--- src/include/nfc_pkg.sv ---
// Shared constants and types for the NAND flash command controller
package nfc_pkg;

    // Page geometry
    localparam int PAGE_BYTES       = 2112;
    localparam int MAIN_BYTES       = 2048;
    localparam int SPARE_BYTES      = 64;
    localparam int SECTOR_MAIN      = 512;
    localparam int SECTOR_SPARE     = 16;
    localparam int PAGES_PER_BLOCK  = 64;
    localparam int PAGE_BITS        = 6;
    localparam int MAX_PARTIAL_PROG = 4;

    // Address byte layout
    localparam int COL_W      = 12;
    localparam int ROW_W      = 16;
    localparam int LEN_W      = 12;
    localparam int ADDR_COL_LO  = 0;
    localparam int ADDR_COL_HI  = 1;
    localparam int ADDR_ROW_LO  = 2;
    localparam int ADDR_ROW_HI  = 3;

    // Command bytes
    localparam logic [7:0] CMD_READ_SETUP = 8'h00;
    localparam logic [7:0] CMD_READ_GO    = 8'h30;
    localparam logic [7:0] CMD_READ_CB    = 8'h35;
    localparam logic [7:0] CMD_COL_RD     = 8'h05;
    localparam logic [7:0] CMD_COL_RD_GO  = 8'hE0;
    localparam logic [7:0] CMD_LOAD       = 8'h80;
    localparam logic [7:0] CMD_COL_WR     = 8'h85;
    localparam logic [7:0] CMD_PROG_GO    = 8'h10;
    localparam logic [7:0] CMD_ERASE      = 8'h60;
    localparam logic [7:0] CMD_ERASE_GO   = 8'hD0;
    localparam logic [7:0] CMD_STATUS     = 8'h70;
    localparam logic [7:0] CMD_RESET      = 8'hFF;

    // Status byte fields, bit 0 is the first I/O pin
    localparam int STAT_FAIL_BIT  = 0;
    localparam int STAT_READY_BIT = 6;

    // Pin timing in ns and derived cycle counts
    localparam int CLK_PERIOD_NS = 4;
    localparam int T_WP_NS  = 12;
    localparam int T_WC_NS  = 25;
    localparam int T_REA_NS = 20;
    localparam int T_WB_NS  = 100;
    localparam int T_WHR_NS = 60;
    localparam int T_RR_NS  = 20;
    localparam int T_RHW_NS = 30;
    localparam int WP_CYC  = (T_WP_NS + CLK_PERIOD_NS - 1) / CLK_PERIOD_NS;
    localparam int WC_CYC  = (T_WC_NS + CLK_PERIOD_NS - 1) / CLK_PERIOD_NS;
    localparam int REA_CYC = (T_REA_NS + CLK_PERIOD_NS - 1) / CLK_PERIOD_NS;
    localparam int WB_CYC  = (T_WB_NS + CLK_PERIOD_NS - 1) / CLK_PERIOD_NS;
    localparam int WHR_CYC = (T_WHR_NS + CLK_PERIOD_NS - 1) / CLK_PERIOD_NS;
    localparam int RR_CYC  = (T_RR_NS + CLK_PERIOD_NS - 1) / CLK_PERIOD_NS;
    localparam int RHW_CYC = (T_RHW_NS + CLK_PERIOD_NS - 1) / CLK_PERIOD_NS;
    // Read low phase holds one cycle past access time to sample
    localparam int RD_LOW_CYC = REA_CYC + 1;
    localparam int HIGH_CYC   = WC_CYC - WP_CYC;

    // User operations
    typedef enum logic [3:0] {
        NFC_OP_READ,
        NFC_OP_READ_CB,
        NFC_OP_READ_COL,
        NFC_OP_LOAD,
        NFC_OP_LOAD_COL,
        NFC_OP_CB_LOAD,
        NFC_OP_CONFIRM,
        NFC_OP_ERASE,
        NFC_OP_STATUS,
        NFC_OP_RESET
    } nfc_op_e;

endpackage

--- src/hdl/nfc_strobe.sv ---
// Write and read strobe pulse generator for one bus cycle
module nfc_strobe
    import nfc_pkg::*;
#(
    parameter int WR_LOW = nfc_pkg::WP_CYC,
    parameter int RD_LOW = nfc_pkg::RD_LOW_CYC,
    parameter int HIGH   = nfc_pkg::HIGH_CYC
) (
    input  wire logic i_clk,
    input  wire logic i_reset,
    input  wire logic i_start,
    input  wire logic i_read,
    output logic      o_we_n,
    output logic      o_re_n,
    output logic      o_sample,
    output logic      o_done
);
    typedef enum logic [1:0] {NFC_SB_IDLE, NFC_SB_LOW, NFC_SB_HIGH} nfc_sb_e;

    typedef struct packed {
        nfc_sb_e    ph;
        logic [3:0] cnt;
        logic       rd;
        logic       we_n;
        logic       re_n;
    } nfc_sb_s;

    nfc_sb_s q, d;

    // Last low cycle of a read is where the pin data is valid
    assign o_sample = (q.ph == NFC_SB_LOW) && (q.cnt == 4'h0) && q.rd;
    assign o_done   = (q.ph == NFC_SB_HIGH) && (q.cnt == 4'h0);
    assign o_we_n   = q.we_n;
    assign o_re_n   = q.re_n;

    // Low phase, then high phase to fill the cycle time
    always_comb begin
        d = q;
        case (q.ph)
            NFC_SB_IDLE: begin
                if (i_start) begin
                    d.ph   = NFC_SB_LOW;
                    d.rd   = i_read;
                    d.cnt  = i_read ? 4'(RD_LOW - 1) : 4'(WR_LOW - 1);
                    d.we_n = i_read;
                    d.re_n = !i_read;
                end
            end
            NFC_SB_LOW: begin
                if (q.cnt == 4'h0) begin
                    d.ph   = NFC_SB_HIGH;
                    d.cnt  = 4'(HIGH - 1);
                    d.we_n = 1'b1;
                    d.re_n = 1'b1;
                end else begin
                    d.cnt = q.cnt - 4'h1;
                end
            end
            default: begin
                if (q.cnt == 4'h0) begin
                    d.ph = NFC_SB_IDLE;
                end else begin
                    d.cnt = q.cnt - 4'h1;
                end
            end
        endcase
    end

    // Strobes idle high after reset
    always_ff @(posedge i_clk) begin
        if (i_reset) begin
            q <= '{ph: NFC_SB_IDLE, cnt: 4'h0, rd: 1'b0,
                   we_n: 1'b1, re_n: 1'b1};
        end else begin
            q <= d;
        end
    end
endmodule

--- src/hdl/nfc_ctrl.sv ---
// Host-side NAND flash controller: sequences commands over the pins
// How it works
// - Address goes col low, col high nibble, row low, row high.
// - Command, address and data bytes use distinct latch settings.
// - During read busy strobes stay high; only status and reset go.
// - Page read is setup command, four address bytes, confirm.
// - Read column change: command, two column bytes, confirm command.
// - Program loads start on a main-area sector boundary; at most four confirms until an NFC_OP_LOAD to another page or an erase of its block resets the count.
// - Program is load command, address, data, then program confirm.
// - Write column change redirects following data bytes in the page.
// - Erase is setup command, two row address bytes, then start command.
// - Copy-back program: copy load, destination address, data, confirm.
module nfc_ctrl
    import nfc_pkg::*;
(
    input  wire logic                   i_clk,
    input  wire logic                   i_reset,
    input  wire logic                   i_cmd_valid,
    input  wire nfc_pkg::nfc_op_e       i_op,
    input  wire logic [nfc_pkg::COL_W-1:0] i_col,
    input  wire logic [nfc_pkg::ROW_W-1:0] i_row,
    input  wire logic [nfc_pkg::LEN_W-1:0] i_len,
    input  wire logic                   i_allow_write,
    output logic                        o_cmd_ready,
    input  wire logic [7:0]             i_wr_data,
    input  wire logic                   i_wr_valid,
    output logic                        o_wr_ready,
    output logic [7:0]                  o_rd_data,
    output logic                        o_rd_valid,
    output logic [7:0]                  o_status,
    output logic                        o_done,
    output logic                        o_err,
    output logic                        o_busy,
    output logic                        o_ce_n,
    output logic                        o_cle,
    output logic                        o_ale,
    output logic                        o_we_n,
    output logic                        o_re_n,
    output logic                        o_wp_n,
    output logic [7:0]                  o_io_out,
    output logic                        o_io_oe_n,
    input  wire logic [7:0]             i_io_in,
    input  wire logic                   i_ready_busy_n
);
    typedef enum logic [3:0] {
        NFC_IDLE, NFC_CMD1, NFC_ADDR, NFC_WDATA, NFC_CMD2, NFC_GAP,
        NFC_RBWAIT, NFC_RDATA, NFC_SCMD, NFC_SREAD, NFC_DONE
    } nfc_st_e;

    // Static shape of each operation
    typedef struct packed {
        logic [7:0] c1;
        logic [7:0] c2;
        logic       hc2;
        logic       ha;
        logic [1:0] af;
        logic [1:0] al;
        logic       wr;
        logic       rd;
        logic       wrb;
        logic       sta;
    } nfc_dec_s;

    typedef struct packed {
        nfc_st_e          st;
        nfc_st_e          nxt;
        nfc_op_e          op;
        logic             sent;
        logic [1:0]       aidx;
        logic [COL_W-1:0] col;
        logic [ROW_W-1:0] row;
        logic [LEN_W-1:0] len;
        logic [7:0]       wcnt;
        logic             ce_n;
        logic             cle;
        logic             ale;
        logic             oe_n;
        logic [7:0]       io;
        logic [7:0]       rdat;
        logic             rval;
        logic [7:0]       stat;
        logic             done;
        logic             err;
        logic [2:0]       pcnt;
        logic [ROW_W-1:0] prow;
        logic             wp_n;
    } nfc_ctl_s;

    function automatic nfc_dec_s nfc_decode(input nfc_op_e op);
        nfc_dec_s r;
        r = '{c1: CMD_READ_SETUP, c2: CMD_READ_GO, hc2: 1'b0, ha: 1'b1,
              af: 2'(ADDR_COL_LO), al: 2'(ADDR_ROW_HI), wr: 1'b0,
              rd: 1'b0, wrb: 1'b0, sta: 1'b0};
        case (op)
            NFC_OP_READ: begin
                r.hc2 = 1'b1; r.rd = 1'b1; r.wrb = 1'b1;
            end
            NFC_OP_READ_CB: begin
                r.c2 = CMD_READ_CB; r.hc2 = 1'b1;
                r.rd = 1'b1; r.wrb = 1'b1;
            end
            NFC_OP_READ_COL: begin
                r.c1 = CMD_COL_RD; r.c2 = CMD_COL_RD_GO;
                r.hc2 = 1'b1; r.al = 2'(ADDR_COL_HI); r.rd = 1'b1;
            end
            NFC_OP_LOAD: begin
                r.c1 = CMD_LOAD; r.wr = 1'b1;
            end
            NFC_OP_LOAD_COL: begin
                r.c1 = CMD_COL_WR; r.al = 2'(ADDR_COL_HI);
                r.wr = 1'b1;
            end
            NFC_OP_CB_LOAD: begin
                r.c1 = CMD_COL_WR; r.wr = 1'b1;
            end
            NFC_OP_CONFIRM: begin
                r.c1 = CMD_PROG_GO; r.ha = 1'b0;
                r.wrb = 1'b1; r.sta = 1'b1;
            end
            NFC_OP_ERASE: begin
                r.c1 = CMD_ERASE; r.c2 = CMD_ERASE_GO;
                r.hc2 = 1'b1; r.af = 2'(ADDR_ROW_LO);
                r.wrb = 1'b1; r.sta = 1'b1;
            end
            NFC_OP_STATUS: begin
                r.c1 = CMD_STATUS; r.ha = 1'b0; r.rd = 1'b1;
            end
            default: begin
                r.c1 = CMD_RESET; r.ha = 1'b0; r.wrb = 1'b1;
            end
        endcase
        return r;
    endfunction

    nfc_ctl_s q, d;
    nfc_dec_s dq, di;
    logic     strt, srd, s_sample, s_done;
    logic     col_bad, load_bad, prog_bad, may_go;
    nfc_st_e  fin_st, fin_nxt;
    logic [7:0] fin_cnt;

    nfc_strobe u_strobe (
        .i_clk    (i_clk),
        .i_reset  (i_reset),
        .i_start  (strt),
        .i_read   (srd),
        .o_we_n   (o_we_n),
        .o_re_n   (o_re_n),
        .o_sample (s_sample),
        .o_done   (s_done)
    );

    assign dq = nfc_decode(q.op);
    assign di = nfc_decode(i_op);

    // Only status and reset may go while the device is busy
    assign may_go = i_ready_busy_n || (i_op == NFC_OP_STATUS)
                    || (i_op == NFC_OP_RESET);
    assign o_cmd_ready = (q.st == NFC_IDLE) && may_go;
    assign o_wr_ready  = (q.st == NFC_WDATA) && !q.sent;

    // Request checks against page layout and partial program limit
    assign col_bad  = di.ha && (di.af == 2'(ADDR_COL_LO))
                      && (i_col >= COL_W'(PAGE_BYTES));
    assign load_bad = (i_op == NFC_OP_LOAD)
                      && ((i_col[8:0] != 9'h000)
                      || (i_col >= COL_W'(MAIN_BYTES)));
    assign prog_bad = (i_op == NFC_OP_CONFIRM)
                      && (q.pcnt >= 3'(MAX_PARTIAL_PROG));

    // Where to go once the last command, address or data byte of the operation has been latched
    always_comb begin
        fin_st  = NFC_GAP;
        fin_nxt = NFC_DONE;
        fin_cnt = 8'(RHW_CYC);
        if (dq.wrb) begin
            fin_nxt = NFC_RBWAIT;
            fin_cnt = 8'(WB_CYC);
        end else if (dq.rd) begin
            fin_nxt = NFC_RDATA;
            fin_cnt = 8'(WHR_CYC);
        end
    end

    // Main sequencer
    always_comb begin
        d      = q;
        strt   = 1'b0;
        srd    = 1'b0;
        d.rval = 1'b0;
        d.done = 1'b0;
        d.err  = 1'b0;
        d.wp_n = i_allow_write;
        case (q.st)
            NFC_IDLE: begin
                if (i_cmd_valid && may_go) begin
                    if (col_bad || load_bad || prog_bad) begin
                        d.err = 1'b1;
                    end else begin
                        d.op   = i_op;
                        d.col  = i_col;
                        d.row  = i_row;
                        d.len  = i_len;
                        d.aidx = di.af;
                        d.ce_n = 1'b0;
                        d.st   = (i_op == NFC_OP_STATUS) ? NFC_SCMD
                                                         : NFC_CMD1;
                        if (i_op == NFC_OP_LOAD && i_row != q.prow) begin
                            d.prow = i_row;
                            d.pcnt = 3'h0;
                        end else if (i_op == NFC_OP_CONFIRM) begin
                            d.pcnt = q.pcnt + 3'h1;
                        end else if (i_op == NFC_OP_ERASE
                            && i_row[ROW_W-1:PAGE_BITS]
                               == q.prow[ROW_W-1:PAGE_BITS]) begin
                            d.pcnt = 3'h0;
                        end
                    end
                end
            end
            NFC_CMD1, NFC_CMD2: begin
                if (!q.sent) begin
                    strt   = 1'b1;
                    d.sent = 1'b1;
                end else if (s_done) begin
                    d.sent = 1'b0;
                    if (q.st == NFC_CMD1 && dq.ha) begin
                        d.st = NFC_ADDR;
                    end else if (q.st == NFC_CMD1 && dq.hc2) begin
                        d.st = NFC_CMD2;
                    end else begin
                        d.st   = fin_st;
                        d.nxt  = fin_nxt;
                        d.wcnt = fin_cnt;
                    end
                end
            end
            NFC_ADDR: begin
                if (!q.sent) begin
                    strt   = 1'b1;
                    d.sent = 1'b1;
                end else if (s_done) begin
                    d.sent = 1'b0;
                    if (q.aidx != dq.al) begin
                        d.aidx = q.aidx + 2'h1;
                    end else if (dq.wr && q.len != '0) begin
                        d.st = NFC_WDATA;
                    end else if (dq.hc2) begin
                        d.st = NFC_CMD2;
                    end else begin
                        d.st   = fin_st;
                        d.nxt  = fin_nxt;
                        d.wcnt = fin_cnt;
                    end
                end
            end
            NFC_WDATA: begin
                if (!q.sent) begin
                    if (i_wr_valid) begin
                        d.io   = i_wr_data;
                        strt   = 1'b1;
                        d.sent = 1'b1;
                    end
                end else if (s_done) begin
                    d.sent = 1'b0;
                    d.len  = q.len - LEN_W'(1);
                    if (q.len == LEN_W'(1)) begin
                        d.st   = fin_st;
                        d.nxt  = fin_nxt;
                        d.wcnt = fin_cnt;
                    end
                end
            end
            NFC_GAP: begin
                if (q.wcnt <= 8'h1) begin
                    d.st = q.nxt;
                end else begin
                    d.wcnt = q.wcnt - 8'h1;
                end
            end
            NFC_RBWAIT: begin
                // Strobes stay idle high while the device works
                if (i_ready_busy_n) begin
                    if (dq.sta) begin
                        d.st = NFC_SCMD;
                    end else if (dq.rd) begin
                        d.st   = NFC_GAP;
                        d.nxt  = NFC_RDATA;
                        d.wcnt = 8'(RR_CYC);
                    end else begin
                        d.st = NFC_DONE;
                    end
                end
            end
            NFC_RDATA: begin
                if (q.len == '0) begin
                    d.st   = NFC_GAP;
                    d.nxt  = NFC_DONE;
                    d.wcnt = 8'(RHW_CYC);
                end else if (!q.sent) begin
                    strt   = 1'b1;
                    srd    = 1'b1;
                    d.sent = 1'b1;
                end else begin
                    if (s_sample) begin
                        d.rdat = i_io_in;
                        d.rval = 1'b1;
                    end
                    if (s_done) begin
                        d.sent = 1'b0;
                        d.len  = q.len - LEN_W'(1);
                    end
                end
            end
            NFC_SCMD: begin
                if (!q.sent) begin
                    strt   = 1'b1;
                    d.sent = 1'b1;
                end else if (s_done) begin
                    d.sent = 1'b0;
                    d.st   = NFC_GAP;
                    d.nxt  = NFC_SREAD;
                    d.wcnt = 8'(WHR_CYC);
                end
            end
            NFC_SREAD: begin
                if (!q.sent) begin
                    strt   = 1'b1;
                    srd    = 1'b1;
                    d.sent = 1'b1;
                end else begin
                    if (s_sample) begin
                        d.stat = i_io_in;
                    end
                    if (s_done) begin
                        d.sent = 1'b0;
                        d.st   = NFC_GAP;
                        d.nxt  = NFC_DONE;
                        d.wcnt = 8'(RHW_CYC);
                    end
                end
            end
            default: begin
                d.done = 1'b1;
                d.ce_n = 1'b1;
                d.st   = NFC_IDLE;
            end
        endcase
        // Latch and bus drive follow the state being entered
        d.cle  = (d.st == NFC_CMD1) || (d.st == NFC_CMD2)
                 || (d.st == NFC_SCMD);
        d.ale  = (d.st == NFC_ADDR);
        d.oe_n = !(d.cle || d.ale || d.st == NFC_WDATA);
        if (d.st == NFC_CMD1) begin
            d.io = dq.c1;
            if (q.st == NFC_IDLE) begin
                d.io = di.c1;
            end
        end else if (d.st == NFC_CMD2) begin
            d.io = dq.c2;
        end else if (d.st == NFC_SCMD) begin
            d.io = CMD_STATUS;
        end else if (d.st == NFC_ADDR) begin
            case (d.aidx)
                2'(ADDR_COL_LO): d.io = d.col[7:0];
                2'(ADDR_COL_HI): d.io = {4'h0, d.col[11:8]};
                2'(ADDR_ROW_LO): d.io = d.row[7:0];
                default:         d.io = d.row[15:8];
            endcase
        end
    end

    // Chip deselected and write protected out of reset
    always_ff @(posedge i_clk) begin
        if (i_reset) begin
            q <= '{st: NFC_IDLE, nxt: NFC_IDLE, op: NFC_OP_RESET,
                   sent: 1'b0, aidx: 2'h0, col: '0, row: '0, len: '0,
                   wcnt: 8'h0, ce_n: 1'b1, cle: 1'b0, ale: 1'b0,
                   oe_n: 1'b1, io: 8'h0, rdat: 8'h0, rval: 1'b0,
                   stat: 8'h0, done: 1'b0, err: 1'b0, pcnt: 3'h0,
                   prow: '0, wp_n: 1'b0};
        end else begin
            q <= d;
        end
    end

    assign o_rd_data = q.rdat;
    assign o_rd_valid = q.rval;
    assign o_status  = q.stat;
    assign o_done    = q.done;
    assign o_err     = q.err;
    assign o_busy    = (q.st != NFC_IDLE);
    assign o_ce_n    = q.ce_n;
    assign o_cle     = q.cle;
    assign o_ale     = q.ale;
    assign o_wp_n    = q.wp_n;
    assign o_io_out  = q.io;
    assign o_io_oe_n = q.oe_n;
endmodule

--- config.mk ---
export PLATFORM = sky130hd
export DESIGN_NAME = nfc_ctrl
export DESIGN_NICKNAME = d
export VERILOG_FILES = /design/src/include/nfc_pkg.sv /design/src/hdl/nfc_strobe.sv /design/src/hdl/nfc_ctrl.sv
export SDC_FILE = /design/constraint.sdc
export NUM_CORES = 1
export LEC_CHECK = 0
export ABC_AREA = 1
export BUFFER_PORTS_ARGS = -buffer_cell sky130_fd_sc_hd__buf_4
export CAP_MARGIN = 15
export CORE_MARGIN = 2
export CORE_UTILIZATION = 35
export CTS_CLUSTER_SIZE = 25
export DETAILED_ROUTE_END_ITERATION = 7
export GPL_ROUTABILITY_DRIVEN = 1
export GPL_TIMING_DRIVEN = 0
export HOLD_SLACK_MARGIN = 0.12
export MAX_ROUTING_LAYER = met4
export SLEW_MARGIN = 25
export SYNTH_ARGS = -nofsm -noshare
export SYNTH_HDL_FRONTEND = slang
export SYNTH_SLANG_ARGS = --single-unit
export TNS_END_PERCENT = 50
--- constraint.sdc ---
create_clock -name i_clk -period 5.8 [get_ports i_clk]
set_clock_uncertainty 0.1 [all_clocks]
set_input_delay 0.87 -clock i_clk [delete_from_list [all_inputs] [get_ports i_clk]]
set_output_delay 0.87 -clock i_clk [all_outputs]
set_load 0.03 [all_outputs]
Word-level counts from Yosys, hierarchy flattened
Cells that the tools add are included.
W data, S select, Z words.
{"block": "op_classes", "addsub": 5, "order_cmp": 4, "n_eq_ne": 69, "n_mux": 119, "bitwise_logic": 7, "reduce_logical": 81}
{"operator": "$mux W8", "n": 41}
{"operator": "$pmux W8 S7", "n": 2}
{"operator": "$mux W42", "n": 2}
{"operator": "$mux W4", "n": 16}
{"operator": "$pmux W8 S8", "n": 1}
{"operator": "$ne A2 B2 Y1 const B", "n": 27}
{"operator": "$eq A4 B3 Y1 const B", "n": 13}
{"operator": "$pmux W8 S3", "n": 2}
{"operator": "$mux W20", "n": 2}
{"operator": "$mux W12", "n": 3}
{"operator": "$pmux W12 S3", "n": 1}
{"operator": "$pmux W4 S9", "n": 1}
{"operator": "$eq A4 B2 Y1 const B", "n": 8}
{"operator": "$mux W28", "n": 1}
{"operator": "$pmux W4 S7", "n": 1}
{"operator": "$eq A4 B4 Y1 const B", "n": 6}
{"operator": "$ge A12 B12 Y1 const B", "n": 2}
{"operator": "$mux W3", "n": 8}
{"operator": "$mux W1", "n": 22}
{"operator": "$reduce_and A22 Y1", "n": 1}
{"operator": "$reduce_and A21 Y1", "n": 1}
{"operator": "$reduce_and A3 Y1", "n": 6}
{"operator": "$eq A4 B1 Y1 const B", "n": 4}
{"operator": "$logic_not A4 Y1", "n": 4}
{"operator": "other kinds (48)", "n": 110}
{"block": "word_totals", "reg_bits": 123, "in_bits": 66}

Logic depth before layout (Yosys ltp)
Gate-level depths: netlist (run 1).
{"block": "logic_depth", "ltp_word": 17, "depth_mapped": 21, "ltp_nobuf": 21}

Cells and area by module
Synthesis (run 1) repeated with hierarchy kept, for this count alone.
{"block": "hier_totals", "cells_unflattened": 1089, "area_unflattened_um2": 7116.8}
{"mod": "nfc_ctrl", "n_inst": 1, "cells_each": 1014, "area_each_um2": 6617.6, "seq_area_each_um2": 2282.2}
{"mod": "nfc_strobe", "n_inst": 1, "cells_each": 75, "area_each_um2": 499.2, "seq_area_each_um2": 180.2}

Worst setup path before layout (run 1)
Ideal clock, no wire load.
{"block": "synth_timing", "path_kind": "input to register", "start": "input port i_op[3]", "end": "register q, in the netlist o_io_out[2]", "setup_time_ps": 127, "t_arrival_ps": 2461, "setup_slack_ps": 3112, "cell_stages": 13, "n_path_buf": 2, "cell_sequence": "inv_1 nand2_1 nor2_1 nand2_1 nand2_1 inv_1 nand3_1 buf_2 buf_2 mux2i_1 o21ai_0 o21ai_0 a21oi_1"}
{"block": "synth_between", "elab_chain_cells": 16, "elab_cells_between_ends": 51, "classes_between": "eq/ne: 16; mux: 17; reduce/logical: 18"}
{"item": "start, declared", "line_no": "nfc_ctrl.sv:19", "source": "input wire nfc_pkg::nfc_op_e i_op,"}
{"item": "$eq A4 B2 Y1, or another cell as far along"}
{"item": "$reduce_or A7 Y1 (no line) or $mux W2 (tied branches)"}
{"item": "$mux W1 or $logic_not A2 Y1 (tied branches)", "line_no": "nfc_ctrl.sv:94, nfc_ctrl.sv:163"}
{"item": "$logic_and A1 B1 Y1", "line_no": "nfc_ctrl.sv:163", "source": "assign col_bad = di.ha && (di.af == 2'(ADDR_COL_LO))"}
{"item": "$logic_and A1 B1 Y1", "line_no": "nfc_ctrl.sv:164", "source": "&& (i_col >= COL_W'(PAGE_BYTES));"}
{"item": "$logic_or A1 B1 Y1 (2 in a row)", "line_no": "nfc_ctrl.sv:197", "source": "if (col_bad || load_bad || prog_bad) begin"}
{"item": "$mux W42", "line_no": "nfc_ctrl.sv:197"}
{"item": "$mux W42", "line_no": "nfc_ctrl.sv:196", "source": "if (i_cmd_valid && may_go) begin"}
{"item": "$pmux W2 S2", "line_no": "nfc_ctrl.sv:194", "source": "case (q.st)"}
{"item": "$eq A2 B2 Y1, or another cell as far along", "line_no": "nfc_ctrl.sv:364", "source": "case (d.aidx)"}
{"item": "$pmux W8 S3", "line_no": "nfc_ctrl.sv:364"}
{"item": "$mux W8", "line_no": "nfc_ctrl.sv:363", "source": "end else if (d.st == NFC_ADDR) begin"}
{"item": "$mux W8", "line_no": "nfc_ctrl.sv:361", "source": "end else if (d.st == NFC_SCMD) begin"}
{"item": "$mux W8", "line_no": "nfc_ctrl.sv:359", "source": "end else if (d.st == NFC_CMD2) begin"}
{"item": "$mux W8", "line_no": "nfc_ctrl.sv:354", "source": "if (d.st == NFC_CMD1) begin"}
{"item": "end signal, assigned", "line_no": "nfc_ctrl.sv:376", "source": "q <= '{st: NFC_IDLE, nxt: NFC_IDLE, op: NFC_OP_RESET,"}
{"item": "end, declared", "line_no": "nfc_ctrl.sv:135", "source": "nfc_ctl_s q, d;"}
Parallel ways exist; a longest one is shown, timed or not. The select of a mux whose other input is x is not followed.
A chain may end at the register's enable or synchronous reset.

Final worst setup path (run 1)
{"block": "layout_timing", "start": "input port i_op[0]", "end": "register q, in the netlist o_io_out[5]"}
The elaborated chain is that of the path after synthesis.

==> run_results.csv, run 1 <==
group,metric,value,unit
synth,synthesis.instances,1058,
sta,drv_slew,0,
cells_and_area,area.sequential,2460,um^2
synth,synth_async_sr_flop_share,0,
power_and_ir_drop,power_density,294,nW/um^2
placement,post-dp-hpwl,16600,um
cells_and_area,final_layout_size_suffix_gt1_frac,0.160,
cells_and_area,layout_common_cells,"sky130_fd_sc_hd__nand2_1, sky130_fd_sc_hd__nor2_1, sky130_fd_sc_hd__inv_1, sky130_fd_sc_hd__buf_4, sky130_fd_sc_hd__dfxtp_1",
sta,min_period_over_period,0.559,
synth,ys_warn_count,0,
power_and_ir_drop,total_leakage_power,3.95,nW
cells_and_area,finish.net_count,1250,
die,core_region_area,19400,um^2
route,wl_per_cell,14.7,um
clock_tree,clk-insertion-delay-late,0.42,ns
route,num_vias,7139,
clock_tree,htree_num_levels,4,
critical_path,crit_path_cell_trace,"buf_4 > inv_1 > nand2_1 > nor2_1 > nand2_1 > nand2_1 > inv_1 > nand3_1 > nand2_1 > nand3_1 > nand2_1 > inv_1 > nor2_2 > nand2_1 > nand2_1 > o21ai_0 > nand3_1 > nand2_1 > a21oi_1",
clock_tree,numCtsBuffers,17,
route,antenna_violating_nets_post_route,0,
synth,main_combinational_cell_family_by_area_after_synthesis,"simple AND/OR/NAND/NOR gates",
job,max_cap_viol_count,0,
sta,setup_violations,0,
cells_and_area,layout.cells.most_common,"sky130_fd_sc_hd__nand2_1",
global_route,maximum_number_of_pins_on_one_net_before_global_route_repair,17,
placement,worst_case_setup_slack_after_placement,2.15,ns
global_route,globalRouteOverflowTotal,0,
clock_tree,cts_setup_buffers,0,
synth,post_synth_fa_ha_maj_area_fraction,0.0109,
cells_and_area,layout-area-overhead-vs-synth,24.3,%
critical_path,crit_path_start_kind,"input pin",
critical_path,worst_path_most_repeated_cell,"sky130_fd_sc_hd__nand2_1",
clock_tree,clockRootBuffer,"sky130_fd_sc_hd__clkbuf_16",
sta,setup-tns-final,0,ns
critical_path,critical-path-slowest-cell,"sky130_fd_sc_hd__nor2_1",
die,initial_utilization,0.356,
outcome,status,"finished, final reports clean",
power_and_ir_drop,vdd_ir_drop_max,0.169,mV
sta,layout_min_cycle_time,3.24,ns
synth,multiplexer_share_of_the_synthesized_area,0.00726,
route,viasPerCell,4.92,
global_route,grt_first_pass_wirelength,34200,um
synth,synth_top_cell_by_area,"sky130_fd_sc_hd__dfxtp_1",
cells_and_area,utilization,0.442,
die,die_x,144,um
sta,final.setup.worst_slack,2.56,ns
critical_path,timing.critical_path.arrival,3.44,ns
sta,report.final.hold_viol_count,0,
die,io-pin-count,103,
sta,grt_setup_unrepaired,"no",
global_route,grt_antenna_before_repair,0,
global_route,via_count_of_the_first_global_routing_pass,6789,
clock_tree,tritoncts,"yes",
synth,synth_edf_count,0,
synth,seq_area_frac_synth,0.357,
die,die-height,144,um
die,floorplan_die_area,20800,um^2
route,detailedRoute.firstIterationViolations,497,
synth,post_synth_instance_area,6900,um^2
critical_path,critPathMaxStageDelay,0.33,ns
min_path,hold_path_class,"reg -> reg",
route,total_wire_length,21400,um
route,drt_first_pass_iters,5,
critical_path,worst_ep_required_time,6.00,ns
clock_tree,clock_tree.buffer_depth,2,
route,remaining_drc_errors,0,
synth,fraction_of_the_mapped_netlist_area_in_compound_gates,0.182,
critical_path,cp-end-kind,"register",
global_route,groute.usage.overall,0.218,
critical_path,critical_setup_path_class,"in -> reg",
synth,synth.net_count,1130,
synth,avgSynthCellArea,6.52,um^2
clock_tree,cts.hold.buffers_added,0,
synth,yosys_most_used_dff,"sky130_fd_sc_hd__dfxtp_1",
sta,relSlewSlack,0.445,
synth,netlist-cell-type-count,38,
synth,synth_simple_gate_area_share,0.300,
placement,io_buffers,101,
cells_and_area,multiInputGateArea,3610,um^2
cells_and_area,number_of_inserted_filler_cells_in_the_final_layout,2120,
clock_tree,clkSinkCount,123,
clock_tree,worst_setup_hold_path_clk_slew,0.06,ns
cells_and_area,antenna_cells_inserted,0,
sta,worst-slew-pin-transition,0.829,ns
sta,achievable-frequency,309,MHz
placement,gpl.final_weighted_congestion,0.964,
clock_tree,cts_repair_resized_insts,0,
die,core.rowCount,51,
critical_path,worst-path-max-fanout,8,
synth,yosys-top-cells-area,"sky130_fd_sc_hd__dfxtp_1, sky130_fd_sc_hd__nand2_1, sky130_fd_sc_hd__nor2_1, sky130_fd_sc_hd__inv_1, sky130_fd_sc_hd__a21oi_1",
synth,postSynthRegisterBits,123,
power_and_ir_drop,power.total,2.52,mW
synth,synth_xor_xnor_area_share,0.0229,
synth,post-synth-top-area-fraction,0.357,
cells in the mapped netlist, types with 7 or more instances:
library cell               number
sky130_fd_sc_hd__o21ai_0       78
sky130_fd_sc_hd__buf_4         26
sky130_fd_sc_hd__xor2_1         9
sky130_fd_sc_hd__or2_2         10
sky130_fd_sc_hd__nor3_1        16
sky130_fd_sc_hd__xnor2_1        9
sky130_fd_sc_hd__inv_1        130
sky130_fd_sc_hd__a21oi_1       79
sky130_fd_sc_hd__nor2_2         8
sky130_fd_sc_hd__buf_2          7
sky130_fd_sc_hd__o21a_1        15
sky130_fd_sc_hd__a31oi_1       15
sky130_fd_sc_hd__dfxtp_1      123
sky130_fd_sc_hd__nand3_1       73
sky130_fd_sc_hd__nor2_1       164
sky130_fd_sc_hd__a211oi_1       9
sky130_fd_sc_hd__a221oi_1       8
sky130_fd_sc_hd__nand2_1      200
sky130_fd_sc_hd__nand4_1       14
sky130_fd_sc_hd__clkbuf_1      21
state kept, by name (all words and copies together) (netlist names):
signal,cells
q,82
u_strobe.o_re_n,1
o_err,1
o_io_out,8
o_done,1
o_ale,1
o_wp_n,1
o_status,8
o_cle,1
o_ce_n,1
o_io_oe_n,1
o_rd_valid,1
o_rd_data,8
u_strobe.o_we_n,1
u_strobe.q,7
per-layer routing:
layer,GRT usage,vias up,share of wire
li1,-,3669,-
met1,0.276,3256,0.46
met2,0.359,192,0.47
met3,0.0430,22,0.053
met4,0.0526,0,0.017
met5,-,-,0
critical path, delay by kind of cell:
family / cells / cell delay [ns]
AO/OA/AOI/OAI: 2 / 0.37
buffers and inverters: 4 / 0.54
AND/OR/NAND/NOR: 13 / 1.65
final cells by class:
cell class	instances	share of cell area
Clock buffer	21	0.0549
Tap cell	265	0.0387
Buffer	55	0.0365
Clock inverter	7	0.0137
Multi-Input combinational cell	743	0.421
Sequential cell	123	0.287
Inverter	137	0.0600
Timing Repair Buffer	101	0.0884
report_power, final:
part | internal, mW | switching (mW)
logic | 0.188 | 0.308
registers | 0.905 | 0.0377
clock network | 0.699 | 0.384
total | 1.79 | 0.730
final timing paths:
check	startpoint	slack (ns)	cells past startpoint	endpoint
hold reg to reg	o_rd_data[3]	0.34	2	o_rd_data[3]
setup reg to reg	u_strobe.q[3]	2.71	16	o_io_out[5]
hold / removal	o_rd_data[3]	0.34	2	o_rd_data[3]
setup / recovery	i_op[0]	2.56	19	o_io_out[5]
per-stage QoR:
| step | cells | hold slack [ns] | cell area (um^2) |
|---|---|---|---|
| 2_1_floorplan | 1058 | 0.324 | 6900 |
| 3_3_place_gp | 1424 | 0.337 | 7990 |
| 3_5_place_dp | 1424 | 0.339 | 7990 |
| 4_1_cts | 1452 | 0.348 | 8580 |
| 5_1_grt | 1452 | 0.363 | 8580 |
| 6_report | 1452 | 0.344 | 8580 |
logic make-up after synthesis:
group / Yosys count
multiplexers: 5
AO/OA/AOI/OAI: 221
flip-flops: 123
adder cells (fa/ha/maj): 6
XOR/XNOR: 18
buffers and inverters: 192
AND/OR/NAND/NOR: 493
Power figures use the tool's default switching activity.
==> run 2: changes to the inputs <==
Settings changed: ABC_AREA 1 to 0.
Clock period 5.8 ns to 3 ns, I/O delays scaled along.
==> run_results.csv, run 2 <==
group,metric,value,unit
outcome,status,"complete, but fails checks",
outcome,failing_checks,"setup timing",
cells_and_area,area.sequential,2480,um^2
cells_and_area,largest_register_ff_count,82,
min_path,holdCritStartpoint,"i_allow_write",
clock_tree,clock_tree.buffer_depth,2,
critical_path,crit_buf_inv,6,
synth,post-synth-top-area-fraction,0.340,
placement,io_buffers,100,
job,max_cap_viol_count,0,
synth,yosys_most_used_dff,"sky130_fd_sc_hd__dfxtp_1",
route,detailedRoute.firstIterationViolations,510,
die,core_region_area,20200,um^2
global_route,via_count_of_the_first_global_routing_pass,6846,
power_and_ir_drop,switching_share,0.298,
critical_path,register_to_register_path_depth,15,
placement,gpl.final_weighted_congestion,0.936,
critical_path,timing.reg2reg.setup_slack,-0.19,ns
synth,synth_async_sr_flop_share,0,
critical_path,worst_path_most_repeated_cell,"sky130_fd_sc_hd__buf_4",
clock_tree,clkSinkCount,123,
cells_and_area,layout-area-overhead-vs-synth,35.6,%
min_path,timing.hold.worst_path_depth,2,
sta,worst-slew-pin-transition,0.857,ns
route,num_vias,7225,
critical_path,capture_instance_of_the_worst_register_to_register_path,"o_io_out[4]",
critical_path,critical_setup_path_class,"reg -> reg",
clock_tree,clk-insertion-delay-late,0.43,ns
sta,grt_setup_unrepaired,"yes",
power_and_ir_drop,vdd_ir_drop_max,0.439,mV
critical_path,crit_path_start_kind,"register",
synth,synth_top_cell_by_area,"sky130_fd_sc_hd__dfxtp_1",
route,viasPerCell,5.31,
synth,post_synth_instance_area,7240,um^2
critical_path,cp-end-kind,"register",
sta,min_period_over_period,1.06,
power_and_ir_drop,total_leakage_power,4.10,nW
synth,netlist-cell-type-count,88,
cells_and_area,layout_common_cells,"sky130_fd_sc_hd__buf_4, sky130_fd_sc_hd__nand2_1, sky130_fd_sc_hd__dfxtp_1, sky130_fd_sc_hd__nor2_1, sky130_fd_sc_hd__a21oi_1",
clock_tree,clockRootBuffer,"sky130_fd_sc_hd__clkbuf_16",
cells_and_area,top_register_by_number_of_flip_flops,"q",
route,remaining_drc_errors,0,
die,core.rowCount,52,
cells_and_area,number_of_inserted_filler_cells_in_the_final_layout,1998,
cells_and_area,multiInputGateArea,4680,um^2
critical_path,critical-path-slowest-cell,"sky130_fd_sc_hd__or3_4",
clock_tree,tritoncts,"yes",
global_route,grt_first_pass_wirelength,36200,um
global_route,maximum_number_of_pins_on_one_net_before_global_route_repair,17,
sta,drv_slew,0,
synth,synth.net_count,986,
synth,synth_edf_count,0,
critical_path,timing.critical_path.arrival,3.43,ns
cells_and_area,final_design_area_no_fill,9810,um^2
sta,setup_violations,10,
synth,postSynthRegisterBits,123,
synth,avgSynthCellArea,7.92,um^2
cells_and_area,layout.cells.most_common,"sky130_fd_sc_hd__buf_4",
global_route,grt_antenna_before_repair,0,
route,drt_first_pass_iters,5,
synth,yosys-top-cells-area,"sky130_fd_sc_hd__dfxtp_1, sky130_fd_sc_hd__nand2_1, sky130_fd_sc_hd__mux2i_1, sky130_fd_sc_hd__nor2_1, sky130_fd_sc_hd__a21oi_1",
placement,dpl_cell_area,8420,um^2
min_path,hold_path_class,"in -> reg",
cells_and_area,antenna_cells_inserted,0,
placement,post-dp-hpwl,16600,um
power_and_ir_drop,clock_power_share,0.413,
synth,synth_commonest_cells,"sky130_fd_sc_hd__dfxtp_1, sky130_fd_sc_hd__nand2_1, sky130_fd_sc_hd__nor2_1",
sta,final.setup.worst_slack,-0.192,ns
route,antenna_violating_nets_post_route,0,
clock_tree,htree_num_levels,4,
power_and_ir_drop,p_seq_frac,0.355,
synth,seq_area_frac_synth,0.340,
die,floorplan_die_area,21800,um^2
synth,synth.most_common_cell,"sky130_fd_sc_hd__dfxtp_1",
sta,relSlewSlack,0.429,
critical_path,startpoint_of_the_most_critical_register_to_register_path,"q[105]",
die,die_x,148,um
synth,ys_warn_count,0,
sta,layout_min_cycle_time,3.19,ns
global_route,globalRouteOverflowTotal,0,
power_and_ir_drop,p_int,3.56,mW
cells_and_area,final_layout_size_suffix_gt1_frac,0.313,
critical_path,critPathMaxStageDelay,0.41,ns
route,total_wire_length,23100,um
critical_path,crit_path_cell_trace,"buf_6 > or2_4 > or3_4 > a221oi_4 > buf_4 > buf_4 > a211oi_2 > buf_4 > buf_4 > xnor2_4 > mux2i_4 > a21oi_4 > buf_4 > a31oi_4 > a221oi_2",
die,die-height,148,um
die,io-pin-count,103,
sta,hold-worst-slack,0.133,ns
critical_path,worst_ep_required_time,3.24,ns
die,initial_utilization,0.358,
synth,synthesis.instances,914,
cells_and_area,finish.net_count,1151,
clock_tree,worst_setup_hold_path_clk_slew,0.06,ns
global_route,groute.usage.overall,0.215,
sta,report.final.hold_viol_count,0,
critical_path,cpLargestDelayFamily,"compound AO/OA/AOI/OAI gates",
clock_tree,numCtsBuffers,17,
sta,achievable-frequency,313,MHz
power_and_ir_drop,combinational_share_of_power,0.231,
route,wl_per_cell,17.0,um
power_and_ir_drop,power_density,517,nW/um^2
critical_path,worst-path-max-fanout,6,
power_and_ir_drop,p_switching,1.51,mW
min_path,holdPathEnd,"o_wp_n",
[run 2: what timing repair did]
item | in CTS | in global routing
buffers inserted | 29 | 23
endpoints found under the setup margin | 87 | 54
resized for setup | 66 | 54
gates cloned | 1 | 0
hold buffers | 0 | 0
pin swaps | 25 | 33
[run 2: routing by layer]
| metal | track usage | up-vias | share of wire |
|---|---|---|---|
| li1 | - | 3573 | - |
| met4 | 0.0856 | 0 | 0.025 |
| met5 | - | - | 0 |
| met3 | 0.0457 | 40 | 0.059 |
| met1 | 0.278 | 3386 | 0.46 |
| met2 | 0.327 | 226 | 0.46 |
[run 2: power groups by stage]
| stage | registers [mW] | logic, mW | clock network [mW] |
|---|---|---|---|
| after floorplan | 1.82 | 0.650 | 0 |
| after global placement | 1.83 | 0.948 | 0 |
| after detailed placement | 1.83 | 0.954 | 0 |
| after CTS | 1.80 | 1.08 | 2.12 |
| after global routing | 1.81 | 1.27 | 2.19 |
| final | 1.80 | 1.17 | 2.10 |
[run 2: worst max-delay path by stage]
| stage | start | endpoint | slack (ns) | cells past startpoint |
|---|---|---|---|---|
| after detailed placement | i_op[2] | q[97] | -0.93 | 11 |
| after global placement | i_op[2] | q[104] | -0.93 | 11 |
| after global routing | q[105] | o_io_out[7] | -0.29 | 15 |
| final | q[105] | o_io_out[4] | -0.19 | 15 |
| after floorplan | u_strobe.q[4] | o_io_out[1] | 0.003 | 14 |
| after CTS | q[54] | o_io_out[1] | -0.20 | 10 |
[run 2: logic make-up (layout without fill, tap and decap cells)]
kind of cell | after synthesis | count (layout) | synth area share
mux | 54 | 54 | 0.0764
flops | 123 | 123 | 0.340
xor+xnor | 29 | 29 | 0.0351
compound gates | 234 | 234 | 0.221
simple gates | 356 | 356 | 0.241
buf+inv | 111 | 288 | 0.0740
fa+ha+maj | 7 | 7 | 0.0118
[run 2: layout make-up]
class                      count  share of cell area
timing repair buffer         153               0.119
sequential                   123               0.252
inverter                      27              0.0103
clock inverter                11              0.0149
buffer                        77              0.0478
clock buffer                  20              0.0445
multi-input combinational    680               0.477
tap                          270              0.0344
[run 2: worst register-to-register path, delay by kind of cell, from the launching register on]
kind / cells / cell delay (ns)
compound gates: 5 / 0.92
xor+xnor: 1 / 0.16
simple gates: 2 / 0.63
mux: 1 / 0.11
flops: 1 / 0.31
buf+inv: 6 / 0.87
[run 2: metrics by stage]
stage	instances	TNS [ns]	utilization	setup slack (ns)	power (mW)
2_1_floorplan	914	0	-	0.00302	2.47
3_3_place_gp	1284	-48.38	0.416	-0.925	2.77
3_5_place_dp	1284	-49.02	0.416	-0.925	2.78
4_1_cts	1341	-1.70	0.469	-0.203	5.00
5_1_grt	1361	-2.79	0.485	-0.289	5.27
6_report	1361	-1.34	0.485	-0.192	5.07
